## config.mk

```make
export PLATFORM = sky130hd
export DESIGN_NAME = vms_top
export DESIGN_NICKNAME = d
export VERILOG_FILES = /design/src/vms_pkg.sv /design/src/vms_top.sv
export VERILOG_INCLUDE_DIRS = /design/src
export SDC_FILE = /design/constraint.sdc
export NUM_CORES = 1
export LEC_CHECK = 0
export BUFFER_PORTS_ARGS = -buffer_cell sky130_fd_sc_hd__buf_2
export CAP_MARGIN = 20
export CORE_ASPECT_RATIO = 1.25
export CORE_MARGIN = 8
export CORE_UTILIZATION = 45
export DETAILED_ROUTE_END_ITERATION = 8
export GPL_TIMING_DRIVEN = 0
export PLACE_DENSITY = 0.69
export SLEW_MARGIN = 20
export SYNTH_ARGS = -nofsm -noshare
export SYNTH_HDL_FRONTEND = slang
export SYNTH_SLANG_ARGS = --single-unit
export TNS_END_PERCENT = 100
```

## constraint.sdc

```tcl
create_clock -name CLK_SYS_IN -period 13.4 [get_ports CLK_SYS_IN]
set_input_delay 2.68 -clock CLK_SYS_IN [delete_from_list [all_inputs] [get_ports CLK_SYS_IN]]
set_output_delay 2.68 -clock CLK_SYS_IN [all_outputs]
set_load 0.01 [all_outputs]
```

## src/vms_defs.svh

```systemverilog
// register offsets, field positions, reset values and timing constants
`ifndef VMS_DEFS_SVH
`define VMS_DEFS_SVH
`define VMS_CHANNELS 10
`define VMS_GPO_WIDTH 8
`define VMS_CLK_MHZ 250
`define VMS_FILT_ON_US 64
`define VMS_FILT_OFF_US 16
`define VMS_OFF_CTRL 8'h00
`define VMS_OFF_STATUS 8'h04
`define VMS_OFF_RAW 8'h08
`define VMS_OFF_INT_STAT 8'h0C
`define VMS_OFF_INT_MASK 8'h10
`define VMS_OFF_INFO 8'h14
`define VMS_LOWER_LSB 16
`define VMS_READY_BIT 31
`define VMS_CTRL_RESET 32'h0000_0000
`define VMS_MASK_RESET 32'h0000_0000
`define VMS_DIFF_CHANNELS 10'h00F
`define VMS_HV_CHANNELS 10'h200
`define VMS_FAST_CH4 3
`define VMS_FAST_CH9 8
`endif

```

## src/vms_pkg.sv

```systemverilog
// types shared by the voltage monitor status logic
`include "vms_defs.svh"
package vms_pkg;
	typedef struct packed {
		logic [`VMS_CHANNELS-1:0] lower;
		logic [`VMS_CHANNELS-1:0] upper;
	} vms_cmp_t;
	typedef enum logic {PH_CAL, PH_RUN} vms_phase_t;
endpackage : vms_pkg

```

## src/vms_top.sv

```systemverilog
// voltage monitor status path: sync, glitch filter, window mux, APB registers
//
// Function
// - Ten channels, each with an upper and a lower threshold detector, feed the sense interface.
// - Channels one to four sense differentially, channels five to nine single-ended.
// - A detector reports one above its threshold and zero otherwise.
// - The upper detector status of channels four and nine also goes to the fast output controller.
// - The window signal is the lower detector and not the upper detector.
// - A per-channel select puts either the filtered upper status or the window on output A.
// - In window mode output B still reports the lower detector unchanged.
// - With the filter on, pulses shorter than 64 us leave the filtered status unchanged.
// - With the filter on, each filtered transition follows the raw change by about 64 us.
// - With the filter off, the status still follows the raw change by about 16 us.
// - After reset the detectors calibrate and the filters are initialised before use.
// - No valid status is sent and no output control accepted before analog ready.
// - Hysteresis lets a detector rise only at the upper and fall only at the lower trip point.
// - Every detector status can be read by an external host.
//
// Design decisions made here: the APB interface to the registers and the address map.
`timescale 1ns/1ps
`include "vms_defs.svh"
module vms_top #(
	parameter int unsigned GPO_WIDTH = `VMS_GPO_WIDTH,
	parameter int unsigned FILT_ON_CYC = `VMS_FILT_ON_US * `VMS_CLK_MHZ,
	parameter int unsigned FILT_OFF_CYC = `VMS_FILT_OFF_US * `VMS_CLK_MHZ
) (
	input wire logic CLK_SYS_IN,
	input wire logic NRST_IN,
	input wire vms_pkg::vms_cmp_t CMP_RAW_IN,
	input wire logic ANALOG_READY_IN,
	input wire logic [GPO_WIDTH-1:0] GPO_REQ_IN,
	input wire logic PSEL_IN,
	input wire logic PENABLE_IN,
	input wire logic PWRITE_IN,
	input wire logic [7:0] PADDR_IN,
	input wire logic [31:0] PWDATA_IN,
	output logic [31:0] PRDATA_OUT,
	output logic PREADY_OUT,
	output logic PSLVERR_OUT,
	output vms_pkg::vms_cmp_t STATUS_OUT,
	output logic STATUS_VALID_OUT,
	output logic FAST_CH4_OUT,
	output logic FAST_CH9_OUT,
	output logic [GPO_WIDTH-1:0] GPO_OUT,
	output logic IRQ_OUT
);
	import vms_pkg::*;

	localparam int unsigned NCH = `VMS_CHANNELS;
	localparam int unsigned NCMP = 2 * NCH;
	localparam int unsigned CNT_W = $clog2(FILT_ON_CYC + 1);

	initial
	begin
		if (GPO_WIDTH < 1 || GPO_WIDTH > 32)
			$error("GPO_WIDTH must be 1 to 32");
		if (FILT_OFF_CYC < 1 || FILT_ON_CYC < FILT_OFF_CYC)
			$error("filter counts must satisfy 1 <= off <= on");
	end

	function automatic logic hit(input logic [7:0] addr, input logic [7:0] off);
		hit = (addr == off);
	endfunction : hit

	// reset release through two flops
	logic rst_m_q;
	logic rst_n_q;
	always_ff @(posedge CLK_SYS_IN or negedge NRST_IN)
	begin
		if (!NRST_IN)
		begin
			rst_m_q <= 1'b0;
			rst_n_q <= 1'b0;
		end
		else
		begin
			rst_m_q <= 1'b1;
			rst_n_q <= rst_m_q;
		end
	end

	// analog detector and ready levels cross into the clock domain
	logic [NCMP-1:0] raw_m_q;
	logic [NCMP-1:0] raw_q;
	logic rdy_m_q;
	logic rdy_q;
	always_ff @(posedge CLK_SYS_IN or negedge rst_n_q)
	begin
		if (!rst_n_q)
		begin
			raw_m_q <= '0;
			raw_q <= '0;
			rdy_m_q <= 1'b0;
			rdy_q <= 1'b0;
		end
		else
		begin
			raw_m_q <= CMP_RAW_IN;
			raw_q <= raw_m_q;
			rdy_m_q <= ANALOG_READY_IN;
			rdy_q <= rdy_m_q;
		end
	end

	vms_phase_t phase_q;
	vms_phase_t phase_d;
	always_comb
	begin
		unique case (phase_q)
			PH_CAL: phase_d = rdy_q ? PH_RUN : PH_CAL;
			PH_RUN: phase_d = rdy_q ? PH_RUN : PH_CAL;
		endcase
	end
	wire run = (phase_q == PH_RUN);

	// control registers
	logic [NCH-1:0] win_q;
	logic [NCH-1:0] filt_en_q;
	logic [31:0] int_mask_q;
	logic [31:0] int_stat_q;

	localparam logic [CNT_W-1:0] ON_LIM = CNT_W'(FILT_ON_CYC - 1);
	localparam logic [CNT_W-1:0] OFF_LIM = CNT_W'(FILT_OFF_CYC - 1);
	logic [NCMP-1:0] filt_w;
	genvar gi;
	generate
		for (gi = 0; gi < NCMP; gi++)
		begin : g_filt
			logic [CNT_W-1:0] cnt_q;
			logic f_q;
			wire [CNT_W-1:0] lim = filt_en_q[gi % NCH] ? ON_LIM : OFF_LIM;
			wire stable = (raw_q[gi] == f_q);
			always_ff @(posedge CLK_SYS_IN or negedge rst_n_q)
			begin
				if (!rst_n_q)
				begin
					cnt_q <= '0;
					f_q <= 1'b0;
				end
				else if (!run)
				begin
					cnt_q <= '0;
					f_q <= raw_q[gi];
				end
				else if (stable)
					cnt_q <= '0;
				else if (cnt_q >= lim)
				begin
					cnt_q <= '0;
					f_q <= raw_q[gi];
				end
				else
					cnt_q <= cnt_q + 1'b1;
			end
			assign filt_w[gi] = f_q;
		end
	endgenerate

	wire [NCH-1:0] f_upper = filt_w[NCH-1:0];
	wire [NCH-1:0] f_lower = filt_w[NCMP-1:NCH];
	// window is lower and not upper
	wire [NCH-1:0] window = f_lower & ~f_upper;
	wire [NCH-1:0] a_nx = run ? ((win_q & window) | (~win_q & f_upper)) : '0;
	// output B filtered lower, gated until ready
	wire [NCH-1:0] b_nx = run ? f_lower : '0;

	// events: output changes while valid, and ready reached
	wire [31:0] ev = {(phase_q == PH_CAL) && rdy_q, 5'h00, b_nx ^ STATUS_OUT.lower,
		6'h00, a_nx ^ STATUS_OUT.upper} & {1'b1, {31{run}}};

	// APB decode, one wait state
	wire acc = PSEL_IN && PENABLE_IN;
	wire done = acc && PREADY_OUT;
	wire sel_ctrl = hit(PADDR_IN, `VMS_OFF_CTRL);
	wire sel_stat = hit(PADDR_IN, `VMS_OFF_STATUS);
	wire sel_raw = hit(PADDR_IN, `VMS_OFF_RAW);
	wire sel_int = hit(PADDR_IN, `VMS_OFF_INT_STAT);
	wire sel_mask = hit(PADDR_IN, `VMS_OFF_INT_MASK);
	wire sel_info = hit(PADDR_IN, `VMS_OFF_INFO);
	wire mapped = sel_ctrl | sel_stat | sel_raw | sel_int | sel_mask | sel_info;
	wire wr = done && PWRITE_IN;
	wire rd_clr = done && !PWRITE_IN && sel_int;
	// clear only what the read returned, so a bit set during the access survives
	wire [31:0] int_stat_d = (int_stat_q & ~(rd_clr ? PRDATA_OUT : 32'h0000_0000)) | ev;
	wire [31:0] info_w = {6'h00, `VMS_HV_CHANNELS, 6'h00, `VMS_DIFF_CHANNELS};
	wire [31:0] ctrl_w = {6'h00, filt_en_q, 6'h00, win_q};
	wire [31:0] stat_w = {STATUS_VALID_OUT, 5'h00, STATUS_OUT.lower, 6'h00, STATUS_OUT.upper};
	wire [31:0] raw_w = {6'h00, raw_q[NCMP-1:NCH], 6'h00, raw_q[NCH-1:0]};
	wire [31:0] rd_w = ({32{sel_ctrl}} & ctrl_w) | ({32{sel_stat}} & stat_w)
		| ({32{sel_raw}} & raw_w) | ({32{sel_int}} & int_stat_q)
		| ({32{sel_mask}} & int_mask_q) | ({32{sel_info}} & info_w);

	always_ff @(posedge CLK_SYS_IN or negedge rst_n_q)
	begin
		if (!rst_n_q)
		begin
			PREADY_OUT <= 1'b0;
			PRDATA_OUT <= 32'h0000_0000;
			PSLVERR_OUT <= 1'b0;
		end
		else
		begin
			PREADY_OUT <= acc && !PREADY_OUT;
			PRDATA_OUT <= (acc && !PREADY_OUT && !PWRITE_IN) ? rd_w : 32'h0000_0000;
			PSLVERR_OUT <= acc && !PREADY_OUT && !mapped;
		end
	end

	always_ff @(posedge CLK_SYS_IN or negedge rst_n_q)
	begin
		if (!rst_n_q)
		begin
			win_q <= NCH'(`VMS_CTRL_RESET);
			filt_en_q <= '0;
			int_mask_q <= `VMS_MASK_RESET;
		end
		else if (wr && sel_ctrl)
		begin
			win_q <= PWDATA_IN[NCH-1:0];
			filt_en_q <= PWDATA_IN[`VMS_LOWER_LSB+NCH-1:`VMS_LOWER_LSB];
		end
		else if (wr && sel_mask)
			int_mask_q <= PWDATA_IN;
	end

	always_ff @(posedge CLK_SYS_IN or negedge rst_n_q)
	begin
		if (!rst_n_q)
		begin
			phase_q <= PH_CAL;
			int_stat_q <= 32'h0000_0000;
			IRQ_OUT <= 1'b0;
			STATUS_OUT <= '0;
			STATUS_VALID_OUT <= 1'b0;
			FAST_CH4_OUT <= 1'b0;
			FAST_CH9_OUT <= 1'b0;
			GPO_OUT <= '0;
		end
		else
		begin
			phase_q <= phase_d;
			// set wins over read clear
			int_stat_q <= int_stat_d;
			IRQ_OUT <= |(int_stat_d & int_mask_q);
			STATUS_OUT <= '{lower: b_nx, upper: a_nx};
			STATUS_VALID_OUT <= run;
			// fast path uses detector A, not window
			FAST_CH4_OUT <= run && f_upper[`VMS_FAST_CH4];
			FAST_CH9_OUT <= run && f_upper[`VMS_FAST_CH9];
			GPO_OUT <= run ? GPO_REQ_IN : '0;
		end
	end
endmodule : vms_top

```

==> results of run 1 <==
[worst paths after layout]
kind / startpoint / to / slack [ns] / cells past startpoint
max: PADDR_IN[3] / IRQ_OUT / 7.76 / 9
min: rst_n_q / raw_q[13] / 0.33 / 0
max reg2reg: PREADY_OUT / IRQ_OUT / 10.19 / 8
min reg2reg: rst_n_q / raw_q[13] / 0.33 / 0
max in group asynchronous: rst_n_q / g_filt[16].cnt_q[2] / 11.16 / 5
min in group CLK_SYS_IN: raw_m_q[19] / raw_q[19] / 0.35 / 0
[cells by family (layout without fill, tap and decap cells)]
kind of cell | count (synthesis) | in the layout | share of synthesized area
AND/OR/NAND/NOR | 886 | 886 | 0.173
flip-flops | 495 | 495 | 0.519
XOR/XNOR | 279 | 279 | 0.102
AO/OA/AOI/OAI | 260 | 260 | 0.0715
adder cells (fa/ha/maj) | 140 | 140 | 0.0734
buffers and inverters | 110 | 342 | 0.0189
multiplexers | 84 | 84 | 0.0415
other | 1 | 1 | 0.000157
[registers in the layout, indices dropped and copies added (netlist names), 8 cells and up]
name,count
g_filt.cnt_q,280
PRDATA_OUT,32
int_mask_q,32
int_stat_q,32
STATUS_OUT,20
g_filt.f_q,20
raw_m_q,20
raw_q,20
filt_en_q,10
win_q,10
GPO_OUT,8
[cell type report]
cell class              instances  area (µm²)  area share
flip-flops and latches        495       12400       0.454
multi-input cells            1650       11000       0.404
clock buffers                  73        1480      0.0543
repair buffers                147         923      0.0338
well taps                     672         841      0.0308
plain buffers                  59         260     0.00953
inverters                      51         191     0.00701
clock inverters                12         173     0.00632
[cells in the mapped netlist (all sizes together) (24+ instances only)]
master  count  share of area
a21oi      71          0.015
a22oi      30         0.0094
a31oi      24         0.0063
and2       32         0.0084
and3       58          0.015
and4       39          0.014
clkbuf     42         0.0066
dfrtp     495           0.52
ha        140          0.073
inv        51         0.0080
mux2       70          0.033
nand2     191          0.030
nand3     129          0.027
nand4      34         0.0089
nor2      362          0.057
o21ai      45         0.0094
xnor2     101          0.037
xor2      178          0.065
[metal layers]
layer | vias up | global-route usage | wire length (µm)
met2 | 509 | 0.338 | 29100
met4 | 2 | 0.0948 | 2940
met5 | - | 0 | 13
met3 | 157 | 0.0509 | 4320
met1 | 8829 | 0.247 | 25100
li1 | 8198 | - | -
[per-stage QoR]
step / total power [mW] / instance area, µm² / setup slack (ns)
floorplan: 1.68 / 23900 / 5.34
global placement: 1.76 / 25400 / 2.41
global route: 3.29 / 27300 / 7.76
detailed placement: 1.77 / 25600 / 7.29
finish: 3.17 / 27300 / 7.76
CTS: 3.21 / 27300 / 7.93
[power by group]
group          internal (mW)  switching, mW  total, mW
clock network          0.840          0.592       1.43
registers               1.53         0.0382       1.56
logic                 0.0591          0.116      0.176
[critical path: stages]
cell       delay, ns
buf_4           0.26
nor4b_2         0.76
and3_1          0.28
buf_2           0.25
buf_2           0.31
a21oi_1         0.10
a2111oi_0       0.71
and4_1          0.41
nand4_1         0.23
==> flow_summary.yaml, run 1 <==
clock_network:
  insertion_delay_ns: 0.59
  cts_hold_buf: 0
  numCtsBuffers: 51
  tritoncts: "done"
  clockBufferDepth: 3
  post_cts_resized: 0
  cts-root-buf: "clkbuf_16"
  clkTransAtPathRegs_ns: 0.06
  post-cts-setup-buffer-count: 0
  cts_sinks: 495
  cts.htree.levels: 2
final_layout:
  layout_commonest_cell: "dfrtp_1"
  finalCoreUtilization: 0.519
  antenna_cells: 0
  fillCellCount: 4563
  final_cells: 3159
  syn_to_final_growth_pct: 14.4
  nets: 2669
  drive_above_1_share: 0.122
  layout_common_cells: "dfrtp_1, nor2_1, nand2_1, xor2_1, buf_2"
timing:
  worst_slew_pin_slew_ns: 1.17
  finalSetupViolCount: 0
  relSlewSlack: 0.217
  rsz0062_at_grt: "false"
  holdWs_ns: 0.333
  fmax_mhz: 177
  clock_skew_ns: 0.0138
  min_period_ns: 5.64
  drv_slew: 0
  finalHoldViolations: 0
  fin_crit_sh: 0.421
  finalSetupTns_ns: 0
grt:
  grt_pass1_wl_um: 98700
  grt.total_usage: 0.203
  antenna_found_initial: 1
  grt_overflow_total: 0
  grt_pass1_vias: 18300
  grt_start_max_net_pins: 59
logic_synthesis:
  yosys_register_bits: 495
  syn_area_mm2: 0.0239
  syn_area_per_cell_um2: 10.6
  synthFlopType: "dfrtp_1"
  synth-async-reset-ratio: 1.00
  synth_edf_count: 0
  syn_inst: 2255
  ys_seq_area_frac: 0.519
  yosysUniqueCellTypes: 57
  ys_warn_count: 0
  syn_nets: 2469
worst_setup_path:
  crit_path_end_kind: "flop"
  start_kind: "primary input"
  cp_data_arrival_time_ns: 6.03
  crit_type: "in2reg"
  crit_path_max_fanout: 10
  required_ns: 13.79
routing:
  routed_wl_um: 61400
  vias: 17700
  vias_per_cell: 5.60
  drtPass1Iterations: 5
  wl_per_cell_um: 19.5
  drcViolationCount: 0
  antenna_left: 0
  first_iter_violations: 1583
placed_design:
  gp_congestion: 0.868
  place_hpwl_um: 44100
  placed_cells: 3074
  port_buffers: 138
power:
  peakVddDrop_mv: 0.0887
  p_leak_nw: 12.6
  p_per_area_mw_per_mm2: 116
die:
  die_area_mm2: 0.0607
  num_rows: 94
  core_area_mm2: 0.0526
  ioPinCount: 140
  die_h_um: 273
  die-width_um: 222
  start_util: 0.454
hold_path:
  hp-class: "reg2async"
flow_run:
  maxCapViolCount: 0
outcome:
  status: "finished, final reports clean"
No activity file was read; power rests on OpenSTA's default activity.
==> run 2, diff against run 1 <==
- ABC_AREA: unset -> 1
- clock period: 13.4 -> 5.1 ns (I/O delays scaled with it)
==> flow_summary.yaml, run 2 <==
clock_network:
  cts_hold_buf: 0
  numCtsBuffers: 49
  insertion_delay_ns: 0.60
  clockBufferDepth: 3
  clkTransAtPathRegs_ns: 0.06
  post-cts-setup-buffer-count: 0
  tritoncts: "done"
  cts.htree.levels: 2
  cts_sinks: 495
  cts-root-buf: "clkbuf_16"
  post_cts_resized: 0
final_layout:
  syn_to_final_growth_pct: 14.2
  largest_register_ffs: 280
  layout_commonest_cell: "nand2_1"
  nets: 3151
  layout_common_cells: "nand2_1, dfrtp_1, nor2_1, inv_1, buf_2"
  final_cells: 3700
  antenna_cells: 0
  drive_above_1_share: 0.102
  finalCoreUtilization: 0.518
  regMostFlops: "g_filt.cnt_q"
logic_synthesis:
  synth_common_cells: "nand2_1, dfrtp_1, nor2_1"
  syn_area_mm2: 0.0243
  synthAdderAreaFrac: 0.0721
  synthFlopType: "dfrtp_1"
  synth_compound_area_frac: 0.0659
  syn_area_per_cell_um2: 8.88
  yosysTopAreaCell: "dfrtp_1"
  ys_warn_count: 0
  synth_edf_count: 0
  synth-async-reset-ratio: 1.00
  yosysUniqueCellTypes: 38
  syn_inst: 2738
  yosys.area_share.simple: 0.222
  ys_seq_area_frac: 0.510
  synth_xor_area_frac: 0.0695
  yosys_register_bits: 495
  synthTopCellsByArea: "dfrtp_1, nand2_1, ha_1"
  synth.mux.area_fraction: 0.00664
  yosysMostFrequentCell: "nand2_1"
  synth.top_cell.area_share: 0.510
  synth_top_family_by_area: "simple AND/OR/NAND/NOR gates"
  syn_nets: 2952
flow_run:
  maxCapViolCount: 0
grt:
  grt.total_usage: 0.199
  grt_overflow_total: 0
  grt_pass1_vias: 19500
  grt_pass1_wl_um: 98900
  grt_start_max_net_pins: 60
  antenna_found_initial: 0
worst_setup_path:
  timing.reg2reg.setup_slack_ns: 2.45
  worstPathCellList: "buf_2, nor2_1, nand2_1, inv_1, nand2_1, clkinv_1, nand2_1, clkbuf_1, o21ai_0"
  crit_type: "in2reg"
  crit_family: "buffers and inverters"
  cp-startpoint: "PADDR_IN[4]"
  rr_endpoint: "g_filt[16].f_q"
  start_kind: "primary input"
  rr_startpoint: "phase_q"
  crit_path_end_kind: "flop"
  cp.depth: 9
  crit_buf_inv: 4
  path_common_cell: "nand2_1"
  required_ns: 5.54
  cp_data_arrival_time_ns: 3.17
  critPathMaxStageDelay_ns: 0.63
  crit_path_max_fanout: 10
  critPathSlowestCell: "clkbuf_1"
  endpoint: "filt_en_q[4]"
  reg2regPathDepth: 7
routing:
  first_iter_violations: 1276
  wl_per_cell_um: 16.7
  vias: 19100
  drcViolationCount: 0
  vias_per_cell: 5.17
  routed_wl_um: 61700
  antenna_left: 0
  drtPass1Iterations: 7
power:
  pwr-share-comb: 0.055
  p_leak_nw: 13.3
  p_per_area_mw_per_mm2: 292
  p_int_mw: 6.18
  pwr-share-seq: 0.502
  power_switching_mw: 1.93
  clkPwrFrac: 0.443
  swShare: 0.238
  peakVddDrop_mv: 0.203
die:
  die_h_um: 276
  core_area_mm2: 0.0536
  die-width_um: 224
  die_area_mm2: 0.0617
  start_util: 0.453
  num_rows: 95
  ioPinCount: 140
placed_design:
  port_buffers: 138
  gp_congestion: 0.892
  place_hpwl_um: 45200
  placed_cells: 3613
timing:
  rsz0062_at_grt: "false"
  finalHoldViolations: 0
  finalSetupViolCount: 0
  fmax_mhz: 366
  relSlewSlack: 0.328
  drv_slew: 0
  clock_skew_ns: 0.0361
  worst_slew_pin_slew_ns: 1.00
  min_period_ns: 2.73
  fin_crit_sh: 0.535
outcome:
  status: "finished, final reports clean"
hold_path:
  hp-class: "reg2async"
run 2: worst min path at each step:
stage / start / end / slack, ns / depth (start not counted)
finish: rst_n_q / raw_m_q[16] / 0.13 / 0
global route: rst_n_q / raw_m_q[16] / 0.15 / 0
CTS: rst_n_q / raw_m_q[16] / 0.15 / 0
detailed placement: rst_n_q / raw_m_q[13] / 0.14 / 0
global placement: raw_m_q[11] / raw_q[11] / 0.33 / 0
floorplan: raw_m_q[0] / raw_q[0] / 0.33 / 0
run 2: final cells by class:
| cell class | count | area, µm² |
|---|---|---|
| flip-flops and latches | 495 | 12400 |
| well taps | 727 | 910 |
| repair buffers | 148 | 951 |
| multi-input cells | 1917 | 10600 |
| clock inverters | 17 | 156 |
| inverters | 268 | 1010 |
| fillers | 4890 | 25900 |
| clock buffers | 70 | 1430 |
| plain buffers | 58 | 303 |
run 2: power groups by stage:
stage          combinational [mW]  clock, mW  sequential, mW
2_1_floorplan               0.199          0            4.18
3_3_place_gp                0.335          0            4.22
3_5_place_dp                0.447          0            4.15
4_1_cts                     0.450       3.68            4.07
5_1_grt                     0.502       3.83            4.08
6_report                    0.442       3.59            4.07
run 2: stage by stage:
step	TNS [ns]	hold WS (ns)	area (µm²)	worst slack, ns	power (mW)
3_3_place_gp	-718.23	0.332	25900	-1.53	4.55
5_1_grt	0	0.146	27800	2.27	8.41
3_5_place_dp	0	0.137	26200	1.77	4.59
4_1_cts	0	0.147	27800	2.41	8.21
6_report	0	0.133	27800	2.37	8.11
2_1_floorplan	0	0.331	24300	0.273	4.38
run 2: metal layers:
metal / global-route usage / vias up / wire length, µm
met4: 0.131 / 0 / 4070
li1: - / 9255 / -
met2: 0.332 / 558 / 28900
met3: 0.0303 / 192 / 3620
met1: 0.239 / 9130 / 25100
met5: 0 / - / 0
run 2: kinds of logic (layout without fill, tap and decap cells):
logic type | Yosys count | count (layout)
AND/OR/NAND/NOR | 1283 | 1283
flip-flops | 495 | 495
buffers and inverters | 326 | 561
AO/OA/AOI/OAI | 288 | 288
XOR/XNOR | 193 | 193
adder cells (fa/ha/maj) | 140 | 140
multiplexers | 12 | 12
other | 1 | 1
run 2: worst reg2reg max path, cell delays in order, from the launching register on:
cell and delay [ns]:
dfrtp_1 0.49, buf_2 0.41, buf_4 0.36, buf_2 0.41
buf_2 0.48, nand3_1 0.22, nand2_1 0.09, o21ai_0 0.08
